==> src/rtl/ep0_irq_pkg.sv <==
// Purpose: constants for the endpoint-0 interrupt status block
// Assumes: apb with 32-bit data, one aligned word per register
// Notes: status bit positions follow the control-transfer status layout
package ep0_irq_pkg;
   localparam logic [15:0] CTRL_STATUS_OFFSET = 16'hff28;
   localparam logic [15:0] CTRL_CLEAR_OFFSET = 16'hff2c;
   localparam logic [15:0] CTRL_ENABLE_OFFSET = 16'hff30;
   localparam logic [15:0] STALL_STATUS_OFFSET = 16'hff24;
   localparam logic [15:0] STALL_CLEAR_OFFSET = 16'hff34;
   localparam logic [15:0] EP_STATUS_OFFSET = 16'hff38;
   localparam logic [15:0] TX_BUFFER_OFFSET = 16'hff3c;
   localparam logic [15:0] NAK_CTL_OFFSET = 16'hff40;
   localparam logic [15:0] SETUP_BUFFER_OFFSET = 16'hff44;
   localparam int BIT_FW_DECODE = 0;
   localparam int BIT_SETUP_SEEN = 1;
   localparam int BIT_STATUS_PHASE = 2;
   localparam int BIT_XFER_DONE = 3;
   localparam int BIT_RX_DONE = 4;
   localparam int BIT_TX_DONE = 5;
   localparam int BIT_IN_NAK = 6;
   localparam int BIT_STALL = 0;
   localparam int BIT_EP0_STATUS = 0;
   localparam logic [7:0] CTRL_STATUS_RESET = 8'h00;
   localparam logic [7:0] CTRL_ENABLE_RESET = 8'h7f;
   localparam logic [7:0] EP_STATUS_RESET = 8'h00;
   localparam int SETUP_BYTES = 8;
endpackage

==> src/rtl/usb_ep0_interrupt_status.sv <==
// Purpose: endpoint-0 control-transfer interrupt status and endpoint-stall flag
// Assumes: usb engine events are single-cycle pulses on mclk_i
// Notes: status clear is by writing 0 to a bit of the clear register
//
// Notes on behaviour
// - stall flag sets when any endpoint stalls, raising an interrupt.
// - firmware-requested stall also sets the stall flag.
// - stall flag never auto-clears on standard requests or setup after overrun.
// - ep0 halt bit in endpoint status masked to zero over the listed window.
// - control interrupt line active while any enabled status bit is set.
// - control status register is read-only, eight bits, writes ignored.
// - writing 0 to a clear register bit forces that status bit to 0.
// - transfer-done and status-phase flags clear on the next setup token.
// - ep0 in token answered by nak sets bit 6 with interrupt.
// - host receiving ep0 transmit data, even zero-length, sets bit 5.
// - transmit data goes on the in token after the one setting nak control.
// - transmit-done clears on the first firmware write to the transmit buffer.
// - status stage completion sets bit 3 with interrupt.
// - zero-length data pid 0 packet in status stage also sets bit 3.
// - entry into the status stage sets bit 2 with interrupt.
// - correctly received setup data sets bit 1 with interrupt.
// - bit 0 set while setup buffer awaits decoding, cleared after full read.
module usb_ep0_interrupt_status (
   input wire logic mclk_i,
   input wire logic rstn_i,
   input wire logic psel_i,
   input wire logic penable_i,
   input wire logic pwrite_i,
   input wire logic [15:0] paddr_i,
   input wire logic [31:0] pwdata_i,
   output logic [31:0] prdata_o,
   output logic pready_o,
   output logic pslverr_o,
   input wire logic hw_stall_i,
   input wire logic ep0_halt_i,
   input wire logic halt_mask_req_i,
   input wire logic setup_token_i,
   input wire logic setup_data_ok_i,
   input wire logic [63:0] setup_data_i,
   input wire logic fw_request_i,
   input wire logic in_token_i,
   input wire logic tx_ack_i,
   input wire logic rx_done_i,
   input wire logic status_enter_i,
   input wire logic status_done_i,
   input wire logic null_pid0_status_i,
   output logic ep0_tx_send_o,
   output logic [7:0] ep0_tx_data_o,
   output logic usb_irq_line_a_o,
   output logic stall_irq_o
);
   import ep0_irq_pkg::*;

   logic [7:0] ctrl_xfer_irq_status_reg;
   logic [7:0] ctrl_enable_reg;
   logic endpoint_stall_flag_reg;
   logic ep0_mask_reg;
   logic [7:0] ep_status_reg;
   logic ep0_tx_nak_ctl_reg;
   logic nak_armed_reg;
   logic [7:0] ep0_tx_buffer_reg;
   logic [63:0] setup_data_buffer_reg;
   logic [2:0] setup_rd_idx_reg;
   logic [7:0] status_prev_reg;
   logic irq_pulse_reg;
   logic fw_stall_req;

   logic apb_wr;
   logic apb_rd;

   assign pready_o = 1'b1;
   assign apb_wr = psel_i & penable_i & pwrite_i;
   assign apb_rd = psel_i & penable_i & ~pwrite_i;

   function automatic logic hit(input logic [15:0] a, input logic [15:0] off);
      hit = (a == off);
   endfunction

   assign fw_stall_req = apb_wr & hit(paddr_i, EP_STATUS_OFFSET) & pwdata_i[BIT_EP0_STATUS];

   // unmapped addresses answer with an error, data zero
   always_comb begin
      pslverr_o = psel_i & penable_i & ~(hit(paddr_i, CTRL_STATUS_OFFSET)
         | hit(paddr_i, CTRL_CLEAR_OFFSET) | hit(paddr_i, CTRL_ENABLE_OFFSET)
         | hit(paddr_i, STALL_STATUS_OFFSET) | hit(paddr_i, STALL_CLEAR_OFFSET)
         | hit(paddr_i, EP_STATUS_OFFSET) | hit(paddr_i, TX_BUFFER_OFFSET)
         | hit(paddr_i, NAK_CTL_OFFSET) | hit(paddr_i, SETUP_BUFFER_OFFSET));
   end

   // read data registered so the bus sees a flop output
   always_ff @(posedge mclk_i or negedge rstn_i) begin
      if (!rstn_i) begin
         prdata_o <= 32'h0000_0000;
      end else if (psel_i & ~penable_i & ~pwrite_i) begin
         unique case (paddr_i)
            CTRL_STATUS_OFFSET: prdata_o <= {24'h00_0000, 1'b0, ctrl_xfer_irq_status_reg[6:0]};
            CTRL_ENABLE_OFFSET: prdata_o <= {24'h00_0000, ctrl_enable_reg};
            STALL_STATUS_OFFSET: prdata_o <= {31'h0000_0000, endpoint_stall_flag_reg};
            EP_STATUS_OFFSET: prdata_o <= {24'h00_0000, ep_status_reg[7:1],
               ep_status_reg[BIT_EP0_STATUS] & ~ep0_mask_reg};
            TX_BUFFER_OFFSET: prdata_o <= {24'h00_0000, ep0_tx_buffer_reg};
            NAK_CTL_OFFSET: prdata_o <= {31'h0000_0000, ep0_tx_nak_ctl_reg};
            SETUP_BUFFER_OFFSET: prdata_o <= {24'h00_0000,
               setup_data_buffer_reg[{setup_rd_idx_reg, 3'b000} +: 8]};
            default: prdata_o <= 32'h0000_0000;
         endcase
      end
   end

   // control status flags: set beats clear in the same cycle
   always_ff @(posedge mclk_i or negedge rstn_i) begin
      if (!rstn_i) begin
         ctrl_xfer_irq_status_reg <= CTRL_STATUS_RESET;
      end else begin
         logic [7:0] s;
         s = ctrl_xfer_irq_status_reg;
         if (apb_wr & hit(paddr_i, CTRL_CLEAR_OFFSET)) begin
            s = s & pwdata_i[7:0];
         end
         if (setup_token_i) begin
            s[BIT_XFER_DONE] = 1'b0;
            s[BIT_STATUS_PHASE] = 1'b0;
         end
         if (apb_wr & hit(paddr_i, TX_BUFFER_OFFSET)) begin
            s[BIT_TX_DONE] = 1'b0;
         end
         if (apb_rd & hit(paddr_i, SETUP_BUFFER_OFFSET) && setup_rd_idx_reg == 3'(SETUP_BYTES - 1)) begin
            s[BIT_FW_DECODE] = 1'b0;
         end
         if (in_token_i & ~nak_armed_reg) begin
            s[BIT_IN_NAK] = 1'b1;
         end
         if (tx_ack_i) begin
            s[BIT_TX_DONE] = 1'b1;
         end
         if (rx_done_i) begin
            s[BIT_RX_DONE] = 1'b1;
         end
         if (status_done_i | null_pid0_status_i) begin
            s[BIT_XFER_DONE] = 1'b1;
         end
         if (status_enter_i) begin
            s[BIT_STATUS_PHASE] = 1'b1;
         end
         if (setup_data_ok_i) begin
            s[BIT_SETUP_SEEN] = 1'b1;
            if (fw_request_i) begin
               s[BIT_FW_DECODE] = 1'b1;
            end
         end
         // bus writes to the status address never alter it
         s[7] = 1'b0;
         ctrl_xfer_irq_status_reg <= s;
      end
   end

   always_ff @(posedge mclk_i or negedge rstn_i) begin
      if (!rstn_i) begin
         ctrl_enable_reg <= CTRL_ENABLE_RESET;
      end else if (apb_wr & hit(paddr_i, CTRL_ENABLE_OFFSET)) begin
         ctrl_enable_reg <= pwdata_i[7:0];
      end
   end

   // a newly set enabled bit pulses the line
   always_ff @(posedge mclk_i or negedge rstn_i) begin
      if (!rstn_i) begin
         status_prev_reg <= CTRL_STATUS_RESET;
         irq_pulse_reg <= 1'b0;
      end else begin
         status_prev_reg <= ctrl_xfer_irq_status_reg;
         irq_pulse_reg <= |((ctrl_xfer_irq_status_reg & ~status_prev_reg) & ctrl_enable_reg);
      end
   end

   // level while an enabled bit is set, so a change is never missed
   assign usb_irq_line_a_o = |(ctrl_xfer_irq_status_reg & ctrl_enable_reg) | irq_pulse_reg;

   // stall flag: sticky, only a firmware zero clears it
   always_ff @(posedge mclk_i or negedge rstn_i) begin
      if (!rstn_i) begin
         endpoint_stall_flag_reg <= 1'b0;
      end else if (hw_stall_i | fw_stall_req) begin
         endpoint_stall_flag_reg <= 1'b1;
      end else if (apb_wr & hit(paddr_i, STALL_CLEAR_OFFSET) & ~pwdata_i[BIT_STALL]) begin
         endpoint_stall_flag_reg <= 1'b0;
      end
   end

   assign stall_irq_o = endpoint_stall_flag_reg;

   always_ff @(posedge mclk_i or negedge rstn_i) begin
      if (!rstn_i) begin
         ep_status_reg <= EP_STATUS_RESET;
      end else begin
         if (apb_wr & hit(paddr_i, EP_STATUS_OFFSET)) begin
            ep_status_reg <= pwdata_i[7:0];
         end
         if (hw_stall_i) begin
            ep_status_reg[BIT_EP0_STATUS] <= 1'b1;
         end
      end
   end

   // mask window from listed request to any other setup
   always_ff @(posedge mclk_i or negedge rstn_i) begin
      if (!rstn_i) begin
         ep0_mask_reg <= 1'b0;
      end else if (ep0_halt_i & (halt_mask_req_i | (setup_data_ok_i & fw_request_i))) begin
         ep0_mask_reg <= 1'b1;
      end else if (setup_data_ok_i) begin
         ep0_mask_reg <= 1'b0;
      end
   end

   // send on the in token after the arming one
   always_ff @(posedge mclk_i or negedge rstn_i) begin
      if (!rstn_i) begin
         ep0_tx_nak_ctl_reg <= 1'b0;
         nak_armed_reg <= 1'b0;
         ep0_tx_send_o <= 1'b0;
         ep0_tx_data_o <= 8'h00;
      end else begin
         ep0_tx_send_o <= 1'b0;
         if (apb_wr & hit(paddr_i, NAK_CTL_OFFSET)) begin
            ep0_tx_nak_ctl_reg <= pwdata_i[0];
         end
         if (~ep0_tx_nak_ctl_reg) begin
            nak_armed_reg <= 1'b0;
         end else if (in_token_i & ~nak_armed_reg) begin
            nak_armed_reg <= 1'b1;
         end else if (in_token_i) begin
            ep0_tx_send_o <= 1'b1;
            ep0_tx_data_o <= ep0_tx_buffer_reg;
            ep0_tx_nak_ctl_reg <= 1'b0;
            nak_armed_reg <= 1'b0;
         end
      end
   end

   always_ff @(posedge mclk_i or negedge rstn_i) begin
      if (!rstn_i) begin
         ep0_tx_buffer_reg <= 8'h00;
      end else if (apb_wr & hit(paddr_i, TX_BUFFER_OFFSET)) begin
         ep0_tx_buffer_reg <= pwdata_i[7:0];
      end
   end

   always_ff @(posedge mclk_i or negedge rstn_i) begin
      if (!rstn_i) begin
         setup_data_buffer_reg <= 64'h0000_0000_0000_0000;
         setup_rd_idx_reg <= 3'b000;
      end else if (setup_data_ok_i) begin
         setup_data_buffer_reg <= setup_data_i;
         setup_rd_idx_reg <= 3'b000;
      end else if (apb_rd & hit(paddr_i, SETUP_BUFFER_OFFSET)) begin
         setup_rd_idx_reg <= setup_rd_idx_reg + 3'b001;
      end
   end
endmodule // usb_ep0_interrupt_status

==> config.mk <==
export PLATFORM = sky130hd
export DESIGN_NAME = usb_ep0_interrupt_status
export DESIGN_NICKNAME = d
export VERILOG_FILES = /design/src/rtl/ep0_irq_pkg.sv /design/src/rtl/usb_ep0_interrupt_status.sv
export SDC_FILE = /design/constraint.sdc
export NUM_CORES = 1
export LEC_CHECK = 0
export BUFFER_PORTS_ARGS = -buffer_cell sky130_fd_sc_hd__buf_2
export CAP_MARGIN = 15
export CORE_ASPECT_RATIO = 1.1
export CORE_MARGIN = 8
export CORE_UTILIZATION = 45
export DETAILED_ROUTE_END_ITERATION = 16
export PLACE_DENSITY = 0.73
export SLEW_MARGIN = 15
export SYNTH_ARGS = -nofsm -noshare
export SYNTH_HDL_FRONTEND = slang
export SYNTH_SLANG_ARGS = --single-unit
==> constraint.sdc <==
create_clock -name mclk_i -period 4.25 [get_ports mclk_i]
set_input_delay 0.6375 -clock mclk_i [delete_from_list [all_inputs] [get_ports mclk_i]]
set_output_delay 0.6375 -clock mclk_i [all_outputs]
set_load 0.05 [all_outputs]
==> impl_metrics.json, run 1 <==
{
  "synth-simple-area-share": 0.0913,
  "grt.total_usage": 0.172,
  "vias": 4078,
  "clk_latency_ps": 420,
  "die_area_um2": 17400,
  "status": "finished, final reports clean",
  "final_common_cell": "buf_2",
  "clkSlewWorstSetupHoldPaths_ps": 50,
  "worstSetupEndpointType": "primary output",
  "cp-start-kind": "primary input",
  "crit_path_top_delay_cell": "nor4_1",
  "postRouteAntennaNets": 0,
  "synth.avg_cell_area_um2": 13.3,
  "n_antenna_cell": 0,
  "viasPerCell": 5.39,
  "setup_ws_ps": 1130,
  "row_count": 44,
  "post_cts_buffers": 0,
  "rsz0062_at_grt": "no",
  "r2r_start": "setup_rd_idx_reg[1]",
  "arrival_ps": 2480,
  "synth-compound-area-share": 0.0546,
  "grt_pass1_vias": 4477,
  "worstPathRequired_ps": 3610,
  "io_pins": 174,
  "path_cells": "buf_2, or3_2, nor4_1, a211o_2, a21oi_1, buf_2",
  "hold_path_class": "primary input to asynchronous set/reset pin",
  "finalCritPeriodShare": 0.735,
  "vdd_drop_max_mv": 0.287,
  "relSlewSlack": 0.347,
  "routedWlPerCell_um": 18.9,
  "fp.dieH_um": 137,
  "drive_gt1_frac": 0.513,
  "drc": 0,
  "r2r_slack_ps": 2060,
  "tightest_slew_ps": 979,
  "clock-sinks": 127,
  "h-tree-depth": 4,
  "synth_fa_ha_area_frac": 0.00415,
  "cts_resized": 0,
  "coreArea_um2": 13200,
  "syn2layout_area_growth_pct": 21.9,
  "maxCapViolCount": 0,
  "holdWs_ps": 158,
  "postCtsHoldBufs": 0,
  "period_minus_slack_ps": 3120,
  "port_buffers": 124,
  "dp_slack_ps": 1130,
  "critPathKind": "primary input to primary output",
  "p_leak_uw": 0.00336,
  "fillers": 1125,
  "drtIter0Drc": 212,
  "fmax_mhz": 320,
  "cts_root_buf": "clkbuf_16",
  "finalHoldViolCount": 0,
  "synthArstFlopShare": 1.00,
  "crit_fanout": 5,
  "grt_pass1_wl_mm": 23.1,
  "tritoncts": "done",
  "p_per_area_nw_per_um2": 421,
  "post-route-util": 0.558,
  "clk_path_buf_depth": 2,
  "largest_reg_flops": 64,
  "yosysWarnings": 0,
  "synth_ff_type": "dfrtp_1",
  "synth-seq-area-share": 0.529,
  "final_cell_mix": "buf_2 (123), dfrtp_1 (119), mux2_2 (102)",
  "synth_edf_count": 0,
  "crit_path_frequent_cell": "buf_2",
  "start_util": 0.458,
  "synth-seq-cells": 127,
  "die_w_um": 126,
  "yosys.area_share.xor_xnor": 0.00291,
  "drt_first_pass_iters": 4,
  "reg2reg_to": "prdata_o[0]",
  "synth_top_family_by_area": "multiplexers",
  "setup-tns-final_ps": 0,
  "setup_violations": 0,
  "ff2ff_path_depth": 4,
  "finalPower_uw": 3090,
  "critical_path.max_stage_delay_ps": 680,
  "final_nets": 713,
  "drt-total-wl_mm": 14.3,
  "cts_made_buffers": 17,
  "grt_max_degree": 85,
  "dp_hpwl_mm": 10.7,
  "gp_congestion": 0.867,
  "clock_skew_ps": 9.55,
  "netlist_area_um2": 6030,
  "ys_types": 55,
  "drv_slew": 0,
  "yosys-mux-area-fraction": 0.269,
  "antenna_found_initial": 1,
  "grt_overflow": 0,
  "synthCells": 453
}
==> worst max path at each step <==
stage | from | endpoint | slack (ps) | cells past startpoint
floorplan | paddr_i[3] | pslverr_o | 1470 | 5
global placement | paddr_i[1] | pslverr_o | 1230 | 6
detailed placement | paddr_i[1] | pslverr_o | 1130 | 6
CTS | paddr_i[1] | pslverr_o | 1160 | 6
global route | paddr_i[1] | pslverr_o | 1030 | 6
finish | paddr_i[1] | pslverr_o | 1130 | 6
==> power breakdown <==
part	internal, µW	switching [µW]
clock	952	535
sequential	1280	34.7
combinational	132	161
==> per-stage QoR <==
| step | cell area [µm²] | cells |
|---|---|---|
| after floorplan | 6120 | 476 |
| after global placement | 6700 | 723 |
| after detailed placement | 6700 | 723 |
| after CTS | 7320 | 755 |
| after global routing | 7350 | 756 |
| final | 7350 | 756 |
==> synthesized netlist by cell type, types with 3 or more instances <==
cell / number / area share
mux2i_1: 10 / 0.017
nand3_1: 3 / 0.0025
nand4_1: 4 / 0.0041
nor3_1: 3 / 0.0025
buf_4: 26 / 0.032
dfrtp_1: 120 / 0.50
dfstp_2: 7 / 0.031
nor2_1: 14 / 0.0087
mux2_2: 102 / 0.19
inv_1: 7 / 0.0044
o22ai_1: 4 / 0.0041
a222oi_1: 5 / 0.0083
nand2_1: 32 / 0.020
buf_2: 3 / 0.0025
a22o_2: 3 / 0.0050
nor4_1: 3 / 0.0031
o21ai_0: 16 / 0.013
o21ai_1: 6 / 0.0050
nor4b_1: 3 / 0.0044
nand2b_1: 5 / 0.0052
clkbuf_1: 11 / 0.0068
a21oi_1: 6 / 0.0050
mux4_2: 16 / 0.060
==> routing by layer <==
metal	vias up	track usage	wire length, µm
li1	1881	-	-
met1	2061	0.193	5910
met2	121	0.299	7370
met3	13	0.0650	885
met4	2	0.0548	121
met5	-	0	10
==> area by class of cell <==
type                       instances  area, µm²  share of cell area
tap                              161        201              0.0274
inverter                           7       26.3             0.00358
timing repair buffer             129        681              0.0926
clock buffer                      19        453              0.0616
clock inverter                    13        163              0.0221
multi-input combinational        300       2640               0.359
sequential                       127       3190               0.434
==> kinds of logic (layout without fill, tap and decap cells) <==
kind of cell,count (synthesis),count (layout)
muxes,129,129
buffers and inverters,49,168
AOI/OAI and AO/OA,49,49
adders and majority gates,2,2
xor gates and xnor gates,2,2
and+or+nand+nor,93,93
DFF,127,127
other,2,25
==> worst max-delay path: cells and delay by family <==
kind | cells | cell delay, ps
compound gates | 2 | 280
buf+inv | 2 | 340
simple gates | 2 | 1210
No activity file was read; power rests on OpenSTA's default activity.
==> run 2: changes to the inputs <==
--- a/config.mk
+++ b/config.mk
@@ -11,7 +11,7 @@
 export CORE_MARGIN = 8
 export CORE_UTILIZATION = 45
 export DETAILED_ROUTE_END_ITERATION = 16
-export PLACE_DENSITY = 0.73
+export PLACE_DENSITY = 0.76
 export SLEW_MARGIN = 15
 export SYNTH_ARGS = -nofsm -noshare
 export SYNTH_HDL_FRONTEND = slang
==> constraint.sdc (replaced) <==
create_clock -name mclk_i -period 2.59 [get_ports mclk_i]
set_input_delay 0.3885 -clock mclk_i [delete_from_list [all_inputs] [get_ports mclk_i]]
set_output_delay 0.3885 -clock mclk_i [all_outputs]
set_load 0.05 [all_outputs]
==> impl_metrics.json, run 2 (same netlist as run 1, synthesis figures left out) <==
{
  "hold_path_class": "primary input to flip-flop",
  "syn2layout_area_growth_pct": 22.3,
  "drtIter0Drc": 188,
  "grt.total_usage": 0.172,
  "drc": 0,
  "clk_latency_ps": 410,
  "h-tree-depth": 4,
  "period_minus_slack_ps": 2310,
  "final_nets": 719,
  "start_util": 0.458,
  "drt-total-wl_mm": 14.2,
  "tightest_slew_ps": 782,
  "drive_gt1_frac": 0.508,
  "drt_first_pass_iters": 4,
  "fp.dieH_um": 137,
  "coreArea_um2": 13200,
  "grt_pass1_vias": 4537,
  "finalHoldViolCount": 0,
  "relSlewSlack": 0.474,
  "io_pins": 174,
  "port_buffers": 124,
  "grt_overflow": 0,
  "crit_path_top_delay_cell": "or4b_2",
  "grt_max_degree": 72,
  "routedWlPerCell_um": 18.6,
  "final_common_cell": "buf_2",
  "row_count": 44,
  "worstSetupEndpointType": "primary output",
  "gp_congestion": 0.868,
  "postPlaceCellArea_um2": 6790,
  "cts_root_buf": "clkbuf_16",
  "setup_ws_ps": 278,
  "vias": 4111,
  "p_per_area_nw_per_um2": 667,
  "final_cell_mix": "buf_2 (123), dfrtp_1 (120), mux2_2 (102)",
  "postLayoutCellArea_um2": 7370,
  "maxCapViolCount": 0,
  "viasPerCell": 5.40,
  "worstPathRequired_ps": 2200,
  "dp_slack_ps": 335,
  "finalCritPeriodShare": 0.893,
  "clock_skew_ps": 5.48,
  "fmax_mhz": 433,
  "status": "finished, final reports clean",
  "p_leak_uw": 0.00340,
  "path_cells": "nand2_1, nand4_1, or4b_2, buf_2",
  "cp-start-kind": "flip-flop",
  "post_cts_buffers": 0,
  "largest_reg_flops": 64,
  "postRouteAntennaNets": 0,
  "die_w_um": 126,
  "setup_violations": 0,
  "clk_path_buf_depth": 2,
  "tritoncts": "done",
  "cts_made_buffers": 17,
  "critPathKind": "flip-flop to primary output",
  "antenna_found_initial": 1,
  "rsz0062_at_grt": "no",
  "clock-sinks": 127,
  "grt_pass1_wl_mm": 23.1,
  "vdd_drop_max_mv": 0.507,
  "clkSlewWorstSetupHoldPaths_ps": 50,
  "setup-tns-final_ps": 0,
  "cts_resized": 0,
  "arrival_ps": 1920,
  "crit_fanout": 4,
  "drv_slew": 0,
  "dp_hpwl_mm": 10.7,
  "die_area_um2": 17400,
  "critical_path.max_stage_delay_ps": 640
}
-- run 2: final timing paths --
path / from / to / slack [ps] / cells after the start
worst max-delay path: ctrl_xfer_irq_status_reg[6] / usb_irq_line_a_o / 280 / 4
worst min-delay path: status_enter_i / ctrl_xfer_irq_status_reg[2] / 160 / 2
worst max register to register: setup_rd_idx_reg[1] / prdata_o[2] / 660 / 5
worst min register to register: ctrl_xfer_irq_status_reg[1] / status_prev_reg[1] / 440 / 0
max in group asynchronous: rstn_i / ctrl_enable_reg[0] / 1390 / 3
min in group asynchronous: rstn_i / ep0_tx_send_o / 410 / 2
-- run 2: final cells by class --
class | count | area [µm²]
Antenna cell | 1 | 2.50
Clock buffer | 24 | 492
Clock inverter | 6 | 82.6
Fill cell | 1086 | 5780
Inverter | 7 | 26.3
Multi-Input combinational cell | 300 | 2640
Sequential cell | 127 | 3190
Tap cell | 161 | 201
Timing Repair Buffer | 135 | 746
-- run 2: stage by stage --
step                      utilization  total power [µW]  hold WS, ps  cells
after floorplan                     -              2490         92.9    476
after global placement          0.516              2640          285    729
after detailed placement        0.516              2670          293    729
after CTS                       0.560              4980          142    760
after global routing            0.560              5120          149    760
final                           0.560              4920          161    761
-- run 2: what timing repair did --
action                                 CTS  global route
endpoints found under the hold margin   17             0
hold buffers                             1             0
setup endpoints to repair                0             0
-- run 2: where the power goes --
group	switching, µW	internal, µW
clock network	791	1500
logic	262	216
registers	55.9	2100
-- run 2: critical path, delay by kind of cell, from the launching register on --
family | cells | cell delay (ps)
flip-flops | 1 | 430
AND/OR/NAND/NOR | 3 | 850
buffers and inverters | 1 | 240
-- run 2: routing by layer --
metal	up-vias	GRT usage	wire length (µm)
met4	2	0.0528	145
met1	2058	0.189	5590
met3	21	0.0782	1160
met2	146	0.294	7270
li1	1884	-	-
met5	-	0	13
